**src/node_ctrl_params.svh**
```systemverilog
// constants of the network node state and layer setting logic
// assumes a 100 MHz system clock and a decoded command stream
`ifndef NODE_CTRL_PARAMS_SVH
`define NODE_CTRL_PARAMS_SVH
`define NODE_ID_RESET     7'h70
`define RATE_IDX_RESET    4'h8
`define RATE_IDX_MAX      4'h8
`define NODE_ID_MIN       7'h01
`define NODE_ID_MAX       7'h7F
`define INIT_DONE_CYCLES  8'h10
`define VENDOR_ID_ARB     32'h0000_0A01 // arbitrary value
`define PRODUCT_ARB       32'h0000_0A02 // arbitrary value
`define REVISION_ARB      32'h0000_0A03 // arbitrary value
`endif

```
**src/node_ctrl_pkg.sv**
```systemverilog
// types of the network node state logic
// assumes the constants header beside it
package node_ctrl_pkg;
	typedef enum logic [3:0] {
		ST_INIT    = 4'h1,
		ST_PREOP   = 4'h2,
		ST_OPER    = 4'h4,
		ST_STOPPED = 4'h8
	} nmt_state_t;
	typedef enum logic [2:0] {
		CMD_START    = 3'h1,
		CMD_STOP     = 3'h2,
		CMD_PREOP    = 3'h3,
		CMD_RST_NODE = 3'h4,
		CMD_RST_COMM = 3'h5
	} nmt_cmd_t;
	typedef enum logic [1:0] {
		LSS_WAIT = 2'h1,
		LSS_CONF = 2'h2
	} lss_state_t;
endpackage

```
**src/lss_if.sv**
```systemverilog
// signals between the state core and the layer setting block
// single clock domain
`timescale 1ns/1ps
interface lss_if;
	logic       conf;
	logic [6:0] node_id;
	logic [3:0] rate_idx;
	modport core (input conf, input node_id, input rate_idx);
	modport lss  (output conf, output node_id, output rate_idx);
endinterface

```
**src/lss_ctrl.sv**
```systemverilog
// layer setting services: waiting/configuration state, id and rate
// commands arrive already decoded, one-cycle pulses on sys_clk_i
`timescale 1ns/1ps
`include "node_ctrl_params.svh"
module lss_ctrl
(
	input  wire logic        sys_clk_i,
	input  wire logic        rst_i,
	input  wire logic        ce_i,
	input  wire logic        sel_hit_i,
	input  wire logic        glob_conf_i,
	input  wire logic        glob_wait_i,
	input  wire logic        set_id_i,
	input  wire logic [6:0]  id_val_i,
	input  wire logic        set_rate_i,
	input  wire logic [3:0]  rate_val_i,
	output logic             cfg_ok_o,
	output logic             cfg_err_o,
	lss_if.lss               lss
);
	node_ctrl_pkg::lss_state_t state_reg;
	node_ctrl_pkg::lss_state_t state_next;
	logic [6:0] id_reg;
	logic [6:0] id_next;
	logic [3:0] rate_reg;
	logic [3:0] rate_next;
	logic       ok_reg;
	logic       ok_next;
	logic       err_reg;
	logic       err_next;

	always_comb
	begin
		state_next = state_reg;
		id_next    = id_reg;
		rate_next  = rate_reg;
		ok_next    = 1'b0;
		err_next   = 1'b0;
		case (state_reg)
			node_ctrl_pkg::LSS_WAIT:
			begin
				if (glob_conf_i || sel_hit_i)
					state_next = node_ctrl_pkg::LSS_CONF;
			end
			node_ctrl_pkg::LSS_CONF:
			begin
				if (set_id_i)
				begin
					if (id_val_i >= `NODE_ID_MIN && id_val_i <= `NODE_ID_MAX)
					begin
						id_next = id_val_i;
						ok_next = 1'b1;
					end
					else
						err_next = 1'b1;
				end
				else if (set_rate_i)
				begin
					if (rate_val_i <= `RATE_IDX_MAX)
					begin
						rate_next = rate_val_i;
						ok_next   = 1'b1;
					end
					else
						err_next = 1'b1;
				end
				if (glob_wait_i)
					state_next = node_ctrl_pkg::LSS_WAIT;
			end
			default: state_next = node_ctrl_pkg::LSS_WAIT;
		endcase
	end

	always_ff @(posedge sys_clk_i)
	begin
		if (rst_i)
		begin
			state_reg <= node_ctrl_pkg::LSS_WAIT;
			id_reg    <= `NODE_ID_RESET;
			rate_reg  <= `RATE_IDX_RESET;
			ok_reg    <= 1'b0;
			err_reg   <= 1'b0;
		end
		else if (ce_i)
		begin
			state_reg <= state_next;
			id_reg    <= id_next;
			rate_reg  <= rate_next;
			ok_reg    <= ok_next;
			err_reg   <= err_next;
		end
	end

	assign lss.conf     = (state_reg == node_ctrl_pkg::LSS_CONF);
	assign lss.node_id  = id_reg;
	assign lss.rate_idx = rate_reg;
	assign cfg_ok_o     = ok_reg;
	assign cfg_err_o    = err_reg;

	id_range_a: assert property (@(posedge sys_clk_i) disable iff (rst_i)
		id_reg >= `NODE_ID_MIN)
		else $error("node id left legal range");
	rate_range_a: assert property (@(posedge sys_clk_i) disable iff (rst_i)
		rate_reg <= `RATE_IDX_MAX)
		else $error("rate index above 8");
	wait_no_change_a: assert property (@(posedge sys_clk_i) disable iff (rst_i)
		(state_reg == node_ctrl_pkg::LSS_WAIT) |=> $stable(id_reg) && $stable(rate_reg))
		else $error("id or rate changed outside configuration");
endmodule

```
**src/canopen_node_state_control.sv**
```systemverilog
// network management state, traffic gating and fixed process mapping
// frames arrive decoded from a can controller on the same clock
`timescale 1ns/1ps
`include "node_ctrl_params.svh"
module canopen_node_state_control
#(
	parameter logic [31:0] SERIAL_NUM = 32'h0000_0001
)
(
	input  wire logic        sys_clk_i,
	input  wire logic        rst_i,
	input  wire logic        ce_i,
	input  wire logic        nmt_valid_i,
	input  wire logic [2:0]  nmt_cmd_i,
	input  wire logic [6:0]  nmt_target_i,
	input  wire logic        sdo_req_i,
	input  wire logic        sdo_write_i,
	input  wire logic [15:0] sdo_index_i,
	input  wire logic [31:0] sdo_wdata_i,
	output logic             sdo_ack_o,
	output logic             sdo_abort_o,
	output logic [31:0]      sdo_rdata_o,
	input  wire logic        sync_i,
	output logic             tpdo_valid_o,
	output logic [31:0]      tpdo_data_o,
	input  wire logic [31:0] meas_i,
	input  wire logic        rpdo_valid_i,
	input  wire logic [31:0] rpdo_data_i,
	output logic [31:0]      setpoint_o,
	output logic             setpoint_we_o,
	input  wire logic        map_write_i,
	output logic             map_reject_o,
	input  wire logic        lss_sel_i,
	input  wire logic [31:0] lss_vendor_i,
	input  wire logic [31:0] lss_product_i,
	input  wire logic [31:0] lss_rev_i,
	input  wire logic [31:0] lss_serial_i,
	input  wire logic        lss_glob_conf_i,
	input  wire logic        lss_glob_wait_i,
	input  wire logic        lss_set_id_i,
	input  wire logic [6:0]  lss_id_i,
	input  wire logic        lss_set_rate_i,
	input  wire logic [3:0]  lss_rate_i,
	output logic             lss_ok_o,
	output logic             lss_err_o,
	output logic             lss_conf_o,
	output logic [6:0]       node_id_o,
	output logic [3:0]       rate_idx_o,
	output logic [3:0]       nmt_state_o,
	output logic [31:0]      vendor_id_o,
	output logic [31:0]      product_o,
	output logic [31:0]      revision_o,
	output logic [31:0]      serial_o
);
	lss_if lss_bus ();
	node_ctrl_pkg::nmt_state_t st_reg;
	node_ctrl_pkg::nmt_state_t st_next;
	logic [7:0]  init_cnt_reg;
	logic [7:0]  init_cnt_next;
	logic        sdo_ack_reg;
	logic        sdo_ack_next;
	logic        sdo_abort_reg;
	logic        sdo_abort_next;
	logic [31:0] sdo_rdata_reg;
	logic [31:0] sdo_rdata_next;
	logic        tpdo_valid_reg;
	logic        tpdo_valid_next;
	logic [31:0] tpdo_data_reg;
	logic [31:0] tpdo_data_next;
	logic [31:0] setpoint_reg;
	logic [31:0] setpoint_next;
	logic        sp_we_reg;
	logic        sp_we_next;
	logic        rej_reg;
	logic        rej_next;
	logic        for_me;
	logic        sdo_ok;
	logic        pdo_ok;
	logic        sel_hit;

	// identity match for selective switch
	assign sel_hit = lss_sel_i && lss_vendor_i == `VENDOR_ID_ARB
		&& lss_product_i == `PRODUCT_ARB && lss_rev_i == `REVISION_ARB
		&& lss_serial_i == SERIAL_NUM;

	lss_ctrl u_lss
	(
		.sys_clk_i   (sys_clk_i),
		.rst_i       (rst_i),
		.ce_i        (ce_i),
		.sel_hit_i   (sel_hit),
		.glob_conf_i (lss_glob_conf_i),
		.glob_wait_i (lss_glob_wait_i),
		.set_id_i    (lss_set_id_i),
		.id_val_i    (lss_id_i),
		.set_rate_i  (lss_set_rate_i),
		.rate_val_i  (lss_rate_i),
		.cfg_ok_o    (lss_ok_o),
		.cfg_err_o   (lss_err_o),
		.lss         (lss_bus)
	);

	// traffic permitted per state
	assign sdo_ok = (st_reg == node_ctrl_pkg::ST_PREOP)
		|| (st_reg == node_ctrl_pkg::ST_OPER);
	assign pdo_ok = (st_reg == node_ctrl_pkg::ST_OPER);
	assign for_me = nmt_valid_i
		&& (nmt_target_i == 7'h00 || nmt_target_i == lss_bus.node_id);

	// network state machine
	always_comb
	begin
		st_next       = st_reg;
		init_cnt_next = init_cnt_reg;
		case (st_reg)
			node_ctrl_pkg::ST_INIT:
			begin
				if (init_cnt_reg == `INIT_DONE_CYCLES)
					st_next = node_ctrl_pkg::ST_PREOP;
				else
					init_cnt_next = init_cnt_reg + 8'h01;
			end
			node_ctrl_pkg::ST_PREOP, node_ctrl_pkg::ST_OPER, node_ctrl_pkg::ST_STOPPED:
			begin
				if (for_me)
				begin
					case (nmt_cmd_i)
						node_ctrl_pkg::CMD_START: st_next = node_ctrl_pkg::ST_OPER;
						node_ctrl_pkg::CMD_STOP:  st_next = node_ctrl_pkg::ST_STOPPED;
						node_ctrl_pkg::CMD_PREOP: st_next = node_ctrl_pkg::ST_PREOP;
						node_ctrl_pkg::CMD_RST_NODE, node_ctrl_pkg::CMD_RST_COMM:
						begin
							st_next       = node_ctrl_pkg::ST_INIT;
							init_cnt_next = 8'h00;
						end
						default: st_next = st_reg;
					endcase
				end
			end
			default:
			begin
				st_next       = node_ctrl_pkg::ST_INIT;
				init_cnt_next = 8'h00;
			end
		endcase
	end

	always_ff @(posedge sys_clk_i)
	begin
		if (rst_i)
		begin
			st_reg       <= node_ctrl_pkg::ST_INIT;
			init_cnt_reg <= 8'h00;
		end
		else if (ce_i)
		begin
			st_reg       <= st_next;
			init_cnt_reg <= init_cnt_next;
		end
	end

	// service data, process data and mapping guard
	always_comb
	begin
		sdo_ack_next    = 1'b0;
		sdo_abort_next  = 1'b0;
		sdo_rdata_next  = sdo_rdata_reg;
		tpdo_valid_next = 1'b0;
		tpdo_data_next  = tpdo_data_reg;
		setpoint_next   = setpoint_reg;
		sp_we_next      = 1'b0;
		rej_next        = 1'b0;
		if (sdo_req_i && sdo_ok)
		begin
			sdo_ack_next = 1'b1;
			if (sdo_write_i)
				setpoint_next = sdo_wdata_i;
			else
				sdo_rdata_next = {16'h0000, sdo_index_i} == 32'h0000_0000
					? 32'h0000_0000 : tpdo_data_reg;
			sp_we_next = sdo_write_i;
		end
		else if (sdo_req_i)
			sdo_abort_next = 1'b1;
		if (sync_i && pdo_ok)
		begin
			tpdo_valid_next = 1'b1;
			tpdo_data_next  = meas_i;
		end
		if (rpdo_valid_i && pdo_ok)
		begin
			setpoint_next = rpdo_data_i;
			sp_we_next    = 1'b1;
		end
		if (map_write_i)
			rej_next = 1'b1;
	end

	always_ff @(posedge sys_clk_i)
	begin
		if (rst_i)
		begin
			sdo_ack_reg    <= 1'b0;
			sdo_abort_reg  <= 1'b0;
			sdo_rdata_reg  <= 32'h0000_0000;
			tpdo_valid_reg <= 1'b0;
			tpdo_data_reg  <= 32'h0000_0000;
			setpoint_reg   <= 32'h0000_0000;
			sp_we_reg      <= 1'b0;
			rej_reg        <= 1'b0;
		end
		else if (ce_i)
		begin
			sdo_ack_reg    <= sdo_ack_next;
			sdo_abort_reg  <= sdo_abort_next;
			sdo_rdata_reg  <= sdo_rdata_next;
			tpdo_valid_reg <= tpdo_valid_next;
			tpdo_data_reg  <= tpdo_data_next;
			setpoint_reg   <= setpoint_next;
			sp_we_reg      <= sp_we_next;
			rej_reg        <= rej_next;
		end
	end

	assign sdo_ack_o     = sdo_ack_reg;
	assign sdo_abort_o   = sdo_abort_reg;
	assign sdo_rdata_o   = sdo_rdata_reg;
	assign tpdo_valid_o  = tpdo_valid_reg;
	assign tpdo_data_o   = tpdo_data_reg;
	assign setpoint_o    = setpoint_reg;
	assign setpoint_we_o = sp_we_reg;
	assign map_reject_o  = rej_reg;
	assign lss_conf_o    = lss_bus.conf;
	assign node_id_o     = lss_bus.node_id;
	assign rate_idx_o    = lss_bus.rate_idx;
	assign nmt_state_o   = st_reg;
	assign vendor_id_o   = `VENDOR_ID_ARB; // arbitrary value
	assign product_o     = `PRODUCT_ARB; // arbitrary value
	assign revision_o    = `REVISION_ARB; // arbitrary value
	assign serial_o      = SERIAL_NUM;

	onehot_state_a: assert property (@(posedge sys_clk_i) disable iff (rst_i)
		$onehot(st_reg))
		else $error("state not one-hot");
	init_exit_a: assert property (@(posedge sys_clk_i) disable iff (rst_i)
		(st_reg == node_ctrl_pkg::ST_INIT && ce_i && init_cnt_reg == `INIT_DONE_CYCLES)
		|=> st_reg == node_ctrl_pkg::ST_PREOP)
		else $error("init did not advance to pre-operational");
	start_cmd_a: assert property (@(posedge sys_clk_i) disable iff (rst_i)
		(ce_i && for_me && nmt_cmd_i == node_ctrl_pkg::CMD_START
		&& st_reg != node_ctrl_pkg::ST_INIT) |=> st_reg == node_ctrl_pkg::ST_OPER)
		else $error("start command ignored");
	sdo_gate_a: assert property (@(posedge sys_clk_i) disable iff (rst_i)
		(ce_i && sdo_req_i && !sdo_ok) |=> sdo_abort_o && !sdo_ack_o)
		else $error("service data answered in wrong state");
	sdo_answer_a: assert property (@(posedge sys_clk_i) disable iff (rst_i)
		(sdo_ack_o && $past(ce_i)) |-> $past(sdo_req_i))
		else $error("unrequested service data answer");
	tpdo_gate_a: assert property (@(posedge sys_clk_i) disable iff (rst_i)
		(ce_i && sync_i && pdo_ok) |=> tpdo_valid_o && tpdo_data_o == $past(meas_i))
		else $error("transmit data not sent on sync");
	rpdo_gate_a: assert property (@(posedge sys_clk_i) disable iff (rst_i)
		(ce_i && rpdo_valid_i && pdo_ok) |=> setpoint_we_o && setpoint_o == $past(rpdo_data_i))
		else $error("receive data not written");
	remap_a: assert property (@(posedge sys_clk_i) disable iff (rst_i)
		(ce_i && map_write_i) |=> map_reject_o)
		else $error("remap request not refused");
	reset_id_a: assert property (@(posedge sys_clk_i)
		$fell(rst_i) |-> node_id_o == `NODE_ID_RESET && rate_idx_o == `RATE_IDX_RESET)
		else $error("wrong defaults after reset");
	sdo_write_a: assert property (@(posedge sys_clk_i) disable iff (rst_i)
		(ce_i && sdo_req_i && sdo_ok && sdo_write_i && !(rpdo_valid_i && pdo_ok))
		|=> setpoint_we_o && setpoint_o == $past(sdo_wdata_i))
		else $error("service write not applied");
	stop_cmd_a: assert property (@(posedge sys_clk_i) disable iff (rst_i)
		(ce_i && for_me && nmt_cmd_i == node_ctrl_pkg::CMD_STOP
		&& st_reg != node_ctrl_pkg::ST_INIT) |=> st_reg == node_ctrl_pkg::ST_STOPPED)
		else $error("stop command ignored");
	preop_cmd_a: assert property (@(posedge sys_clk_i) disable iff (rst_i)
		(ce_i && for_me && nmt_cmd_i == node_ctrl_pkg::CMD_PREOP
		&& st_reg != node_ctrl_pkg::ST_INIT) |=> st_reg == node_ctrl_pkg::ST_PREOP)
		else $error("pre-operational command ignored");
	reset_cmd_a: assert property (@(posedge sys_clk_i) disable iff (rst_i)
		(ce_i && for_me && (nmt_cmd_i == node_ctrl_pkg::CMD_RST_NODE
		|| nmt_cmd_i == node_ctrl_pkg::CMD_RST_COMM) && st_reg != node_ctrl_pkg::ST_INIT)
		|=> st_reg == node_ctrl_pkg::ST_INIT)
		else $error("reset command ignored");
	init_hold_a: assert property (@(posedge sys_clk_i) disable iff (rst_i)
		(ce_i && st_reg == node_ctrl_pkg::ST_INIT && init_cnt_reg != `INIT_DONE_CYCLES)
		|=> st_reg == node_ctrl_pkg::ST_INIT)
		else $error("init left early");
	ce_freeze_a: assert property (@(posedge sys_clk_i) disable iff (rst_i)
		!ce_i |=> $stable(st_reg) && $stable(sdo_ack_o) && $stable(tpdo_valid_o))
		else $error("state moved while clock enable low");
	tpdo_quiet_a: assert property (@(posedge sys_clk_i) disable iff (rst_i)
		(ce_i && !pdo_ok) |=> !tpdo_valid_o)
		else $error("transmit data outside operational");
	rpdo_quiet_a: assert property (@(posedge sys_clk_i) disable iff (rst_i)
		(ce_i && !pdo_ok && !(sdo_req_i && sdo_ok && sdo_write_i))
		|=> !setpoint_we_o)
		else $error("receive data taken outside operational");
	oper_c: cover property (@(posedge sys_clk_i) st_reg == node_ctrl_pkg::ST_OPER && tpdo_valid_o);
	stop_c: cover property (@(posedge sys_clk_i) st_reg == node_ctrl_pkg::ST_STOPPED);
	lss_c:  cover property (@(posedge sys_clk_i) lss_ok_o);
	wr_c:   cover property (@(posedge sys_clk_i) sdo_ack_o && setpoint_we_o);
	abrt_c: cover property (@(posedge sys_clk_i) sdo_abort_o);
endmodule

```
**config.mk**
```make
export PLATFORM = sky130hd
export DESIGN_NAME = canopen_node_state_control
export DESIGN_NICKNAME = d
export VERILOG_FILES = /design/src/node_ctrl_pkg.sv /design/src/lss_if.sv /design/src/lss_ctrl.sv /design/src/canopen_node_state_control.sv
export VERILOG_INCLUDE_DIRS = /design/src /design/src/src
export SDC_FILE = /design/constraint.sdc
export NUM_CORES = 1
export LEC_CHECK = 0
export BUFFER_PORTS_ARGS = -buffer_cell sky130_fd_sc_hd__buf_4
export CAP_MARGIN = 20
export CELL_PAD_IN_SITES_DETAIL_PLACEMENT = 1
export CELL_PAD_IN_SITES_GLOBAL_PLACEMENT = 1
export CORE_AREA = 2 2 201 203
export CTS_BUF_LIST = sky130_fd_sc_hd__clkbuf_8
export DETAILED_ROUTE_END_ITERATION = 10
export DIE_AREA = 0 0 203 205
export GPL_TIMING_DRIVEN = 0
export PLACE_DENSITY = 0.53
export SLEW_MARGIN = 10
export SYNTH_ARGS = -nofsm -noshare
export SYNTH_HDL_FRONTEND = slang
export SYNTH_SLANG_ARGS = --single-unit
```
**constraint.sdc**
```tcl
create_clock -name sys_clk_i -period 2.6 [get_ports sys_clk_i]
set_input_delay 0.26 -clock sys_clk_i [delete_from_list [all_inputs] [get_ports sys_clk_i]]
set_output_delay 0.26 -clock sys_clk_i [all_outputs]
set_load 0.03 [all_outputs]
```
==> impl_metrics.py <==
metrics = {
    "grt": {
        "antenna_found_initial": 1,
        "use_met2_pct": 29.00,
        "met1_usage_pct": 15.49,
        "grt_pass1_wl_mm": 45.59,
        "grt_max_degree": 17,
        "grt_busiest_layer": "met2",
        "grt_usage_pct": 14.60,
        "grt_pass1_vias": 7518,
        "grt-ovfl-total": 0,
        "met3_usage_pct": 3.404,
    },
    "logic_synthesis": {
        "synthFlopType": "dfxtp_1",
        "muxShareOfSynthArea_pct": 5.823,
        "synth_compound_area_share_pct": 14.94,
        "yosysSeqAreaShare_pct": 39.23,
        "synth_area_mm2": 0.006533,
        "synth_fa_ha_area_share_pct": 0.3831,
        "synth_top_family_by_area": "simple AND/OR/NAND/NOR gates",
        "synth-edff-count": 0,
        "ys_seq_elements": 128,
        "synth_xor_area_share_pct": 1.609,
        "ys_warn_count": 0,
        "synth_cell_types": 52,
        "netlist_instances": 775,
        "synthArstFlopShare_pct": 0,
        "yosys.area_share.simple_pct": 19.92,
        "synth_area_per_cell_um2": 8.429,
    },
    "setup_path": {
        "rr_startpoint": "init_cnt_reg[0]",
        "criticalPathCategory": "flop to flop",
        "cp-start-kind": "flop",
        "crit_chain": "inv_1 -> ha_1 -> nor4b_1 -> and4_4 -> or4_4 -> and2_4 -> buf_6 -> or4_1 -> a21oi_1",
        "cp.required_ns": 2.97,
        "crit_path_top_delay_cell": "or4_4",
        "worstSetupEndpointType": "flop",
        "worstReg2RegEnd": "init_cnt_reg[7]",
        "reg2reg_depth": 9,
        "worstPathArrival_ns": 2.85,
        "critPathMaxStageDelay_ns": 0.51,
        "r2r_slack_ns": 0.13,
        "crit_path_max_fanout": 10,
    },
    "sta": {
        "fmax_mhz": 404.1,
        "relSlewSlack_pct": 48.44,
        "finalSetupViolCount": 0,
        "fin_ws_ns": 0.1256,
        "clock_skew_ns": 0.01974,
        "fin_crit_ns": 2.474,
        "min_period_over_period_pct": 95.17,
        "setup_tns_ns": 0,
        "worstMarginPinSlew_ns": 0.7735,
        "finalHoldViolCount": 0,
        "slew_viol_final": 0,
        "rsz0062_at_grt": "no",
    },
    "power": {
        "power_frac_clock_pct": 38.0,
        "power_density_mw_per_mm2": 419.8,
        "combPwrFrac_pct": 19.4,
        "p_int_mw": 3.226,
        "power.leakage_nw": 5.248,
        "irDropWorstVdd_mv": 0.2066,
        "p_switching_mw": 1.419,
        "p_sw_share_pct": 30.56,
        "seqPwrFrac_pct": 42.5,
    },
    "floorplanning": {
        "die_w_um": 203,
        "initial_utilization_pct": 16.59,
        "fp.dieArea_mm2": 0.04162,
        "die_y_um": 205,
        "ios": 522,
        "num_rows": 73,
        "core_area_mm2": 0.03937,
    },
    "finish": {
        "fin_cells": 1852,
        "fin_util_pct": 28.11,
        "antenna_cells": 0,
        "finalNetCount": 1591,
        "drive_above_1_share_pct": 43.41,
        "syn_to_final_growth_pct": 69.39,
        "final_area_mm2": 0.01107,
    },
    "place": {
        "io_buffers": 392,
        "pre_cts_slack_ns": -0.6014,
        "placed_cell_area_mm2": 0.01061,
        "dp_hpwl_mm": 26.91,
        "routabilityCongestion": 0.7829,
        "dp_cells": 1818,
    },
    "clock_tree": {
        "clk_pin_slew_ns": 0.09,
        "clkLatencyLatePin_ns": 0.46,
        "post_cts.repair.setup_buffers": 0,
        "cts_root_buf": "clkbuf_8",
        "cts_tree": "built",
        "cts_num_sinks": 128,
        "cts_buffers": 17,
        "clock_path_buffers": 2,
        "h-tree-depth": 4,
    },
    "drt": {
        "wirelength_mm": 31.58,
        "route.detailed.drc": 0,
        "num_vias": 7164,
        "wl_per_cell_um": 17.05,
        "antenna_left": 0,
        "drt_iter0_markers": 202,
        "via_per_inst": 3.868,
        "firstDrtPassIters": 4,
    },
    "outcome": {
        "status": "complete, no violations",
    },
    "min_path": {
        "worst_hold_path_type": "input port to flop",
        "hold_path_depth": 3,
        "holdCritStartpoint": "meas_i[5]",
        "worst_hold_path.endpoint": "tpdo_data_o[5]",
    },
    "flow_run": {
        "drv_cap": 0,
    },
}
## synthesized netlist by cell type, types with 5 or more instances
| cell | instances | area share (%) |
|---|---|---|
| nor2_1 | 91 | 5.2 |
| a211oi_1 | 34 | 3.9 |
| inv_1 | 7 | 0.40 |
| mux2i_1 | 38 | 5.8 |
| buf_1 | 8 | 0.46 |
| xnor2_1 | 11 | 1.5 |
| a22oi_1 | 34 | 3.9 |
| nor4b_1 | 10 | 1.3 |
| buf_4 | 131 | 15 |
| nor3_1 | 7 | 0.54 |
| nand3_1 | 8 | 0.61 |
| clkbuf_1 | 33 | 1.9 |
| nand2b_1 | 5 | 0.48 |
| o21ai_0 | 8 | 0.61 |
| nand4_1 | 11 | 1.1 |
| dfxtp_1 | 128 | 39 |
| or4_1 | 5 | 0.57 |
| nor4_1 | 28 | 2.7 |
| a21oi_1 | 50 | 3.8 |
| nand2_1 | 78 | 4.5 |
## cells in the final DEF (no fill, tap or decap), types with 6 or more instances in the layout
master and count:
inv_1 7, xnor2_1 11, clkbuf_2 6, nor4_1 28, dfxtp_1 126, buf_4 523, nand2_1 78, a211oi_1 34
nor3_1 7, clkbuf_1 29, mux2i_1 38, o21ai_0 8, a22oi_1 34, nor4b_1 10, conb_1 128, nand4_1 11
a21oi_1 50, clkbuf_8 18, nor2_1 89, nand3_1 7
## routing by layer
metal	vias up	routed length, µm
met5	-	16
met2	266	17530
met1	3330	11920
met3	15	1889
li1	3551	-
met4	2	223
## cells by family (layout without fill, tap and decap cells)
logic type | after synthesis | count (layout)
buf+inv | 180 | 606
simple gates | 265 | 265
other cells | 2 | 128
xor+xnor | 12 | 12
flops | 128 | 128
mux | 38 | 38
compound gates | 148 | 148
fa+ha+maj | 2 | 2
## timing repair
item / 4_1_cts / 5_1_grt
gates resized for setup: 9 / 8
hold buffers: 1 / 1
endpoints found under the setup margin: 33 / 55
endpoints found under the hold margin: 1 / 1
pin swaps: 0 / 0
## power groups by stage
stage,combinational [mW],sequential [mW],clock (mW)
after floorplan,0.497,2.02,0
after global placement,0.886,2.02,0
after detailed placement,0.892,2.02,0
after CTS,0.895,1.97,1.84
after global routing,0.969,1.98,1.94
final,0.903,1.97,1.77
## stage by stage
stage | hold WS, ns | power, mW
CTS | 0.002317 | 4.714
global placement | 0.4573 | 2.905
detailed placement | 0.4658 | 2.912
finish | 0.04257 | 4.645
global route | 0.001121 | 4.883
floorplan | 0.3960 | 2.521
## worst max path at each step
stage                    startpoint              end  slack, ns  cells after the start
floorplan            nmt_state_o[2]  init_cnt_reg[5]       0.21                      8
global placement     nmt_state_o[3]   setpoint_o[24]      -0.53                      7
detailed placement   nmt_state_o[2]   setpoint_o[29]      -0.60                      7
CTS                  nmt_state_o[2]   setpoint_o[14]       0.06                      7
global route        init_cnt_reg[0]  init_cnt_reg[5]     0.0005                      9
finish              init_cnt_reg[0]  init_cnt_reg[7]       0.13                      9
## cell type report
cell class                 instances  area [µm²]
fill                            4800       28300
multi-input combinational        593        3297
timing repair buffer             394        2963
sequential                       128        2565
buffer                           173        1160
tap                              525       656.9
clock buffer                      18       247.7
clock inverter                    14       150.1
inverter                           7       26.28
## critical path, delay by kind of cell (launching register included)
family                     cells  cell delay [ns]
and+or+nand+nor                5             1.52
DFF                            1             0.35
buffers and inverters          2             0.20
adders and majority gates      1             0.19
AOI/OAI and AO/OA              1             0.15
No activity file was read; power rests on OpenSTA's default activity.
